$ cat config.mk
export PLATFORM = sky130hd
export DESIGN_NAME = npc_codec
export DESIGN_NICKNAME = d
export VERILOG_FILES = /design/src/verilog/npc_pkg.sv /design/src/verilog/npc_codec.sv /design/src/verilog/npc_sd_check.sv
export SDC_FILE = /design/constraint.sdc
export NUM_CORES = 2
export LEC_CHECK = 0
export ABC_AREA = 1
export BUFFER_PORTS_ARGS = -buffer_cell sky130_fd_sc_hd__buf_4
export CORE_AREA = 5 5 516 518
export CTS_BUF_LIST = sky130_fd_sc_hd__clkbuf_8
export CTS_CLUSTER_SIZE = 20
export DETAILED_ROUTE_END_ITERATION = 10
export DIE_AREA = 0 0 521 523
export PLACE_DENSITY = 0.52
export SLEW_MARGIN = 40
export SYNTH_ARGS = -nofsm -noshare
export SYNTH_HDL_FRONTEND = slang
export SYNTH_SLANG_ARGS = --single-unit
export TNS_END_PERCENT = 100
$ cat constraint.sdc
create_clock -name clock_in -period 2.8 [get_ports clock_in]
set_input_delay 0.28 -clock clock_in [delete_from_list [all_inputs] [get_ports clock_in]]
set_output_delay 0.28 -clock clock_in [all_outputs]
set_load 0.02 [all_outputs]
$ cat src/verilog/npc_pkg.sv
// constants for the packet payload codec
package npc_pkg;
   localparam logic [7:0] NPC_ID_ORIENT   = 8'h29;
   localparam logic [7:0] NPC_ID_ANGVEL   = 8'h2a;
   localparam logic [7:0] NPC_ID_ANGACC   = 8'h2b;
   localparam logic [7:0] NPC_ID_EXTPV    = 8'h2c;
   localparam logic [7:0] NPC_ID_EXTPOS   = 8'h2d;
   localparam logic [7:0] NPC_LEN_ORIENT  = 8'h24;
   localparam logic [7:0] NPC_LEN_VEC3    = 8'h0c;
   localparam logic [7:0] NPC_LEN_EXTPV   = 8'h3c;
   localparam logic [7:0] NPC_LEN_EXTPOS  = 8'h24;
   localparam int         NPC_PV_BYTES    = 60;
   localparam int         NPC_POS_SD_OFS  = 24;
   localparam int         NPC_ORIENT_WDS  = 9;
   localparam int         NPC_VEC3_WDS    = 3;
   localparam logic [7:0] NPC_BYTE_ZERO   = 8'h00;
endpackage

$ cat src/verilog/npc_codec.sv
// payload builder and parser for packets 41 to 45
// Operation
// - orientation matrix packet is id 41, 36 bytes, read only
// - nine fp32 matrix elements row-major at offsets 0 to 32
// - angular velocity packet is id 42, 12 bytes, read only
// - angular velocity x, y, z fp32 at offsets 0, 4, 8
// - angular acceleration packet is id 43, 12 bytes, read only
// - angular acceleration x, y, z fp32 at offsets 0, 4, 8
// - position-velocity packet is id 44, 60 bytes, read and write
// - fp64 lat, lon, height at 0, 8, 16; fp32 velocities at 24-32
// - six fp32 deviations at offsets 36 to 56 in fixed order
// - position packet is id 45, 36 bytes, read and write
// - fp64 lat, lon, height at 0-16; fp32 deviations at 24-32
`timescale 1ns/100ps
module npc_codec
   import npc_pkg::*;
(
   // clock, reset, enable
   input  wire logic         clock_in,
   input  wire logic         nrst_in,
   input  wire logic         ce_in,
   // navigation values to send, flattened word arrays
   input  wire logic [287:0] orient_in,
   input  wire logic [95:0]  angvel_in,
   input  wire logic [95:0]  angacc_in,
   // read request
   input  wire logic         req_valid_in,
   input  wire logic [7:0]   req_id_in,
   // received packet stream
   input  wire logic         rx_start_in,
   input  wire logic [7:0]   rx_id_in,
   input  wire logic [7:0]   rx_len_in,
   input  wire logic         rx_valid_in,
   input  wire logic [7:0]   rx_byte_in,
   input  wire logic         rx_end_in,
   // transmit stream
   input  wire logic         tx_ready_in,
   output logic              tx_start_out,
   output logic [7:0]        tx_id_out,
   output logic [7:0]        tx_len_out,
   output logic              tx_valid_out,
   output logic [7:0]        tx_byte_out,
   output logic              tx_last_out,
   // accepted aiding payloads and drop flag
   output logic [479:0]      ext_pv_out,
   output logic              ext_pv_upd_out,
   output logic [287:0]      ext_pos_out,
   output logic              ext_pos_upd_out,
   output logic              rx_drop_out
);
   typedef enum logic [2:0] {
      NPC_IDLE = 3'b001,
      NPC_SEND = 3'b010,
      NPC_LAST = 3'b100
   } npc_tx_e;

   typedef struct packed {
      npc_tx_e      tx_state;
      logic [479:0] tx_buf;
      logic [5:0]   tx_cnt;
      logic         tx_start;
      logic [7:0]   tx_id;
      logic [7:0]   tx_len;
      logic         tx_valid;
      logic         tx_last;
      logic         rx_act;
      logic         rx_ok;
      logic [7:0]   rx_id;
      logic [5:0]   rx_cnt;
      logic [479:0] rx_buf;
      logic [479:0] pv;
      logic         pv_upd;
      logic [287:0] pos;
      logic         pos_upd;
      logic         drop;
   } npc_state_s;

   npc_state_s st_ff;
   npc_state_s nxt_st;
   logic       sd_ok [3];

   // expected length for an id, zero for ids outside this codec
   function automatic logic [7:0] npc_len(input logic [7:0] id);
      if (id == NPC_ID_ORIENT) npc_len = NPC_LEN_ORIENT;
      else if (id == NPC_ID_ANGVEL) npc_len = NPC_LEN_VEC3;
      else if (id == NPC_ID_ANGACC) npc_len = NPC_LEN_VEC3;
      else if (id == NPC_ID_EXTPV) npc_len = NPC_LEN_EXTPV;
      else if (id == NPC_ID_EXTPOS) npc_len = NPC_LEN_EXTPOS;
      else npc_len = NPC_BYTE_ZERO;
   endfunction

   function automatic logic npc_writable(input logic [7:0] id);
      npc_writable = (id == NPC_ID_EXTPV) || (id == NPC_ID_EXTPOS);
   endfunction

   genvar g;
   generate
      for (g = 0; g < 3; g++)
      begin : g_sd
         // deviation words of the position packet at 24, 28, 32
         npc_sd_check u_sd (
            .value_in     (st_ff.rx_buf[(NPC_POS_SD_OFS + 4*g)*8 +: 32]),
            .positive_out (sd_ok[g])
         );
      end
   endgenerate

   always_comb
   begin
      nxt_st = st_ff;
      nxt_st.tx_start = 1'b0;
      nxt_st.pv_upd = 1'b0;
      nxt_st.pos_upd = 1'b0;
      nxt_st.drop = 1'b0;
      // transmit: byte 0 of the buffer goes out first, little endian words
      case (st_ff.tx_state)
         NPC_IDLE:
         begin
            if (req_valid_in && (npc_len(req_id_in) != NPC_BYTE_ZERO))
            begin
               nxt_st.tx_id = req_id_in;
               nxt_st.tx_len = npc_len(req_id_in);
               nxt_st.tx_cnt = 6'(npc_len(req_id_in));
               nxt_st.tx_start = 1'b1;
               nxt_st.tx_valid = 1'b1;
               nxt_st.tx_last = 1'b0;
               nxt_st.tx_state = NPC_SEND;
               if (req_id_in == NPC_ID_ORIENT)
                  nxt_st.tx_buf = {192'h0, orient_in};
               else if (req_id_in == NPC_ID_ANGVEL)
                  nxt_st.tx_buf = {384'h0, angvel_in};
               else if (req_id_in == NPC_ID_ANGACC)
                  nxt_st.tx_buf = {384'h0, angacc_in};
               else if (req_id_in == NPC_ID_EXTPV)
                  nxt_st.tx_buf = st_ff.pv;
               else
                  nxt_st.tx_buf = {192'h0, st_ff.pos};
            end
         end
         NPC_SEND:
         begin
            if (tx_ready_in)
            begin
               nxt_st.tx_buf = {8'h00, st_ff.tx_buf[479:8]};
               nxt_st.tx_cnt = st_ff.tx_cnt - 6'h01;
               if (st_ff.tx_cnt == 6'h02)
               begin
                  nxt_st.tx_last = 1'b1;
                  nxt_st.tx_state = NPC_LAST;
               end
            end
         end
         NPC_LAST:
         begin
            if (tx_ready_in)
            begin
               nxt_st.tx_valid = 1'b0;
               nxt_st.tx_last = 1'b0;
               nxt_st.tx_state = NPC_IDLE;
            end
         end
         default:
            nxt_st.tx_state = NPC_IDLE;
      endcase
      // receive
      if (rx_start_in)
      begin
         nxt_st.rx_act = 1'b1;
         nxt_st.rx_id = rx_id_in;
         nxt_st.rx_cnt = 6'h00;
         nxt_st.rx_ok = npc_writable(rx_id_in)
                        && (rx_len_in == npc_len(rx_id_in));
         nxt_st.drop = (npc_len(rx_id_in) != NPC_BYTE_ZERO) && !nxt_st.rx_ok;
      end
      else if (st_ff.rx_act && rx_valid_in)
      begin
         nxt_st.rx_buf[st_ff.rx_cnt*8 +: 8] = rx_byte_in;
         if (st_ff.rx_cnt != 6'h3f)
            nxt_st.rx_cnt = st_ff.rx_cnt + 6'h01;
         if (st_ff.rx_cnt >= 6'(npc_len(st_ff.rx_id)))
            nxt_st.rx_ok = 1'b0;
      end
      else if (st_ff.rx_act && rx_end_in)
      begin
         nxt_st.rx_act = 1'b0;
         if (st_ff.rx_ok && (st_ff.rx_cnt == 6'(npc_len(st_ff.rx_id))))
         begin
            if (st_ff.rx_id == NPC_ID_EXTPV)
            begin
               nxt_st.pv = st_ff.rx_buf;
               nxt_st.pv_upd = 1'b1;
            end
            else if (sd_ok[0] && sd_ok[1] && sd_ok[2])
            begin
               nxt_st.pos = st_ff.rx_buf[287:0];
               nxt_st.pos_upd = 1'b1;
            end
            else
               nxt_st.drop = 1'b1;
         end
         else if (npc_len(st_ff.rx_id) != NPC_BYTE_ZERO)
            nxt_st.drop = 1'b1;
      end
   end

   always_ff @(posedge clock_in)
   begin
      if (!nrst_in)
      begin
         st_ff <= '0;
         st_ff.tx_state <= NPC_IDLE;
      end
      else if (ce_in)
         st_ff <= nxt_st;
   end

   assign tx_start_out    = st_ff.tx_start;
   assign tx_id_out       = st_ff.tx_id;
   assign tx_len_out      = st_ff.tx_len;
   assign tx_valid_out    = st_ff.tx_valid;
   assign tx_byte_out     = st_ff.tx_buf[7:0];
   assign tx_last_out     = st_ff.tx_last;
   assign ext_pv_out      = st_ff.pv;
   assign ext_pv_upd_out  = st_ff.pv_upd;
   assign ext_pos_out     = st_ff.pos;
   assign ext_pos_upd_out = st_ff.pos_upd;
   assign rx_drop_out     = st_ff.drop;

   orient_len_a: assert property (@(posedge clock_in) disable iff (!nrst_in)
      tx_start_out && tx_id_out == NPC_ID_ORIENT |-> tx_len_out == NPC_LEN_ORIENT)
      else $error("orientation length wrong");
   angvel_len_a: assert property (@(posedge clock_in) disable iff (!nrst_in)
      tx_start_out && tx_id_out == NPC_ID_ANGVEL |-> tx_len_out == NPC_LEN_VEC3)
      else $error("angular velocity length wrong");
   angacc_len_a: assert property (@(posedge clock_in) disable iff (!nrst_in)
      tx_start_out && tx_id_out == NPC_ID_ANGACC |-> tx_len_out == NPC_LEN_VEC3)
      else $error("angular acceleration length wrong");
   orient_first_a: assert property (@(posedge clock_in) disable iff (!nrst_in)
      ce_in && st_ff.tx_state == NPC_IDLE && req_valid_in && req_id_in == NPC_ID_ORIENT
      |=> tx_byte_out == $past(orient_in[7:0]))
      else $error("orientation first byte wrong");
   vel_first_a: assert property (@(posedge clock_in) disable iff (!nrst_in)
      ce_in && st_ff.tx_state == NPC_IDLE && req_valid_in && req_id_in == NPC_ID_ANGVEL
      |=> tx_byte_out == $past(angvel_in[7:0]))
      else $error("angular velocity first byte wrong");
   acc_first_a: assert property (@(posedge clock_in) disable iff (!nrst_in)
      ce_in && st_ff.tx_state == NPC_IDLE && req_valid_in && req_id_in == NPC_ID_ANGACC
      |=> tx_byte_out == $past(angacc_in[7:0]))
      else $error("angular acceleration first byte wrong");
   pv_update_a: assert property (@(posedge clock_in) disable iff (!nrst_in)
      ext_pv_upd_out |-> $past(st_ff.rx_id) == NPC_ID_EXTPV
      && $past(st_ff.rx_cnt) == NPC_PV_BYTES)
      else $error("position velocity update without full payload");
   pos_sd_a: assert property (@(posedge clock_in) disable iff (!nrst_in)
      ext_pos_upd_out |-> !ext_pos_out[NPC_POS_SD_OFS*8 + 31]
      && ext_pos_out[NPC_POS_SD_OFS*8 +: 31] != 31'h0)
      else $error("position accepted with bad deviation");
   ro_drop_a: assert property (@(posedge clock_in) disable iff (!nrst_in)
      ce_in && rx_start_in && rx_id_in == NPC_ID_ORIENT |=> rx_drop_out)
      else $error("write to read-only packet not dropped");
endmodule

$ cat src/verilog/npc_sd_check.sv
// checks that an fp32 standard deviation is strictly positive
`timescale 1ns/100ps
module npc_sd_check
   import npc_pkg::*;
(
   // value, little endian bytes already assembled
   input  wire logic [31:0] value_in,
   // result
   output logic             positive_out
);
   // sign clear and not zero; nan is rejected as well
   always_comb
   begin
      positive_out = !value_in[31] && (value_in[30:0] != 31'h0)
                     && !((value_in[30:23] == 8'hff) && (value_in[22:0] != 23'h0));
   end
endmodule

==> impl_metrics.csv <==
group,metric,value,unit
critical_path,reg2reg_from,"st_ff[1252]",
sta,slew_headroom,40.81,%
synth,synth_seq_area_share,42.29,%
pwr,pwr-share-clk,47.6,%
route,drc,0,
critical_path,endpoint_kind,"flip-flop",
clocking,clk_latency,1.11,ns
sta,drv_slew,0,
floorplan,die_w,521,µm
synth,synth-edff-count,0,
layout,layout_common_cells,"2435 x nand2_1, 1891 x nor2_1, 1849 x buf_4, 1767 x dfxtp_1, 1150 x a21oi_1",
layout,layout_commonest_cell,"nand2_1",
sta,rsz0062_at_grt,"true",
pwr,ir_drop,0.4369,mV
synth,synth_cell_types,49,
synth,synth_top_area_cell,"dfxtp_1",
critical_path,cp_cell_sequence,"inv_1 > ha_1 > or2_1 > nand2_4 > inv_2 > nor2_4 > inv_2 > nor2_4 > buf_4 > nand3_2 > nor2_4 > nand2_1 > nand2_1 > nor2_1",
floorplan,die_h,523,µm
floorplan,core,261100,µm²
layout,fillers,27608,
placement,port_buffers,1313,
critical_path,cp_slowest_cell,"dfxtp_1",
layout,fin_nets,14008,
route,ant_nets,0,
route,top_layer,"met5",
synth,synth_flop_cell,"dfxtp_1",
grt,grt_max_degree,164,
clocking,clkSlewWorstSetupHoldPaths,0.06,ns
layout,final_core_util,42.43,%
grt,grt_pass1_vias,83113,
sta,whs,0.07918,ns
grt,overflow,0,
sta,hold_violations,0,
synth,yosys_warnings,0,
sta,clock_skew,0.1178,ns
placement,gp_congestion,0.9955,
placement,dpl_cell_area,96000,µm²
sta,finalSetupViolCount,122,
floorplan,initial_core_util,32.11,%
layout,final_area,110800,µm²
outcome,failed_checks,"setup timing",
clocking,numCtsBuffers,337,
critical_path,worstPathRequired,3.74,ns
route,wire_per_inst,28.48,µm
route,dr.pass1.iters,6,
pwr,combinationalPowerShare,5.6,%
layout,syn_to_final_growth,32.12,%
clocking,clkSinkCount,1771,
route,wl_met1,197100,µm
layout,drive_above_1_share,22.24,%
pwr,p_seq_share,46.8,%
critical_path,cp-start-kind,"flip-flop",
synth,syn_area_per_cell,6.874,µm²
route,route.vias.total,90039,
critical_path,worstSetupPathType,"reg -> reg",
route,route.met3.wl,47930,µm
route,drt-total-wl,488900,µm
clocking,cts_tree,"done",
grt,antenna_found_initial,110,
pwr,p_total,53.92,mW
critical_path,worstPathArrival,3.89,ns
outcome,outcome,"complete, but fails checks",
clocking,clock_path_buffers,4,
floorplan,dieArea,272500,µm²
sta,setup_ws,-0.1548,ns
synth,synth_top_area_share,42.29,%
grt,grtUsageTotal,33.65,%
clocking,clock-root-buffer,"clkbuf_8",
synth,synth_area_leaders,"dfxtp_1 42%, nand2_1 11%, nor2_1 9.0%",
clocking,htreeDepth,5,
min_path,hold_path_class,"in -> reg",
synth,synthCells,12198,
critical_path,startpoint,"st_ff[1252]",
synth,mappedNetlistArea,83840,µm²
route,drt_iter0_markers,10306,
pwr,powerDensity,486.8,nW/µm²
min_path,worstHoldStart,"orient_in[221]",
sta,setup_tns,-4.457,ns
pwr,p_leak,49.92,nW
synth,ys_async_sr_fraction,0,%
route,wl_met2,209200,µm
synth,ys_ff_latch,1771,
sta,fin_crit_sh,105.5,%
pwr,internal_power,40.46,mW
critical_path,cp_max_fo,12,
floorplan,rows,188,
critical_path,critPathMostFrequentCell,"nor2_4",
floorplan,ioPinCount,1318,
sta,fmax,338.4,MHz
pwr,swShare,24.97,%
critical_path,cpPeakStageDelay,0.35,ns
route,vias_per_cell,5.244,
pwr,p_sw,13.47,mW
sta,min_period,2.955,ns
flow_run,cap_violations,0,
sta,tightest_slew,0.8846,ns
grt,grt_pass1_wl,656800,µm
placement,dp_hpwl,367900,µm
==> layer usage <==
metal	up-vias	track usage (%)
li1	41201	-
met1	42972	42.72
met2	4667	51.02
met3	1149	9.347
met4	50	19.90
met5	-	0
==> worst max-delay path, delay by kind of cell, from the launching register on <==
family                   cells  cell delay [ns]
buffers and inverters        4             0.50
AND/OR/NAND/NOR              9             1.75
adder cells (fa/ha/maj)      1             0.23
flip-flops                   1             0.35
==> Yosys cell counts (27+ instances only) <==
master,count
o21ai_0,1067
dfxtp_1,1771
clkbuf_1,557
nor3_1,343
inv_1,667
or2_2,94
nand3_1,422
nand3b_1,39
buf_4,816
a211oi_1,124
nand2_1,2448
o21ai_1,75
nor2_1,2002
o21bai_1,40
nand4_1,60
o22ai_1,56
a21oi_1,1204
inv_2,27
buf_2,186
buf_1,52
==> power groups by stage <==
| stage | Clock, mW | Sequential, mW | Combinational, mW |
|---|---|---|---|
| detailed placement | 0 | 25.8 | 2.45 |
| floorplan | 0 | 25.8 | 0.910 |
| global route | 27.1 | 25.2 | 3.10 |
| global placement | 0 | 25.8 | 2.45 |
| CTS | 25.9 | 25.3 | 2.93 |
| finish | 25.6 | 25.3 | 3.02 |
==> cells by family (layout without fill, tap and decap cells) <==
| logic type | after synthesis | after routing | share of synthesized area [%] |
|---|---|---|---|
| fa+ha+maj | 9 | 9 | 0.1343 |
| flops | 1771 | 1771 | 42.29 |
| simple gates | 5507 | 5507 | 27.01 |
| buf+inv | 2322 | 3814 | 14.44 |
| xor+xnor | 4 | 4 | 0.05969 |
| compound gates | 2584 | 2584 | 16.06 |
| other cells | 1 | 61 | 0.004473 |
==> what timing repair did <==
item / CTS / global route
hold buffers: 442 / 0
hold endpoints to repair: 968 / 0
buffers inserted: 27 / 35
pin swaps: 21 / 81
endpoints found under the setup margin: 608 / 936
resized for setup: 132 / 330
cloned: 28 / 27
==> final cells by class <==
type | count | area [µm²] | area share [%]
well taps | 3420 | 4279 | 3.863
inverters | 699 | 2665 | 2.406
repair buffers | 2561 | 24000 | 21.67
clock inverters | 138 | 803.3 | 0.7251
diodes | 57 | 142.6 | 0.1288
multi-input cells | 8108 | 37700 | 34.03
clock buffers | 415 | 5712 | 5.156
repair inverters | 1 | 11.26 | 0.01017
flip-flops and latches | 1771 | 35460 | 32.01
==> final timing paths <==
path                     endpoint  slack, ns  cells after the start
setup / recovery        flip-flop      -0.15                     14
hold / removal        st_ff[1513]       0.08                      7
setup reg to reg        flip-flop      -0.15                     14
hold reg to reg   ext_pv_out[467]       0.44                      2
==> through the flow <==
step / cells / worst slack [ns]
finish: 17170 / -0.1548
global placement: 16012 / -0.2002
CTS: 17061 / -0.1260
floorplan: 12201 / 0.2037
global route: 17147 / -0.2372
detailed placement: 16012 / -0.2387
No activity file was read; power rests on OpenSTA's default activity.
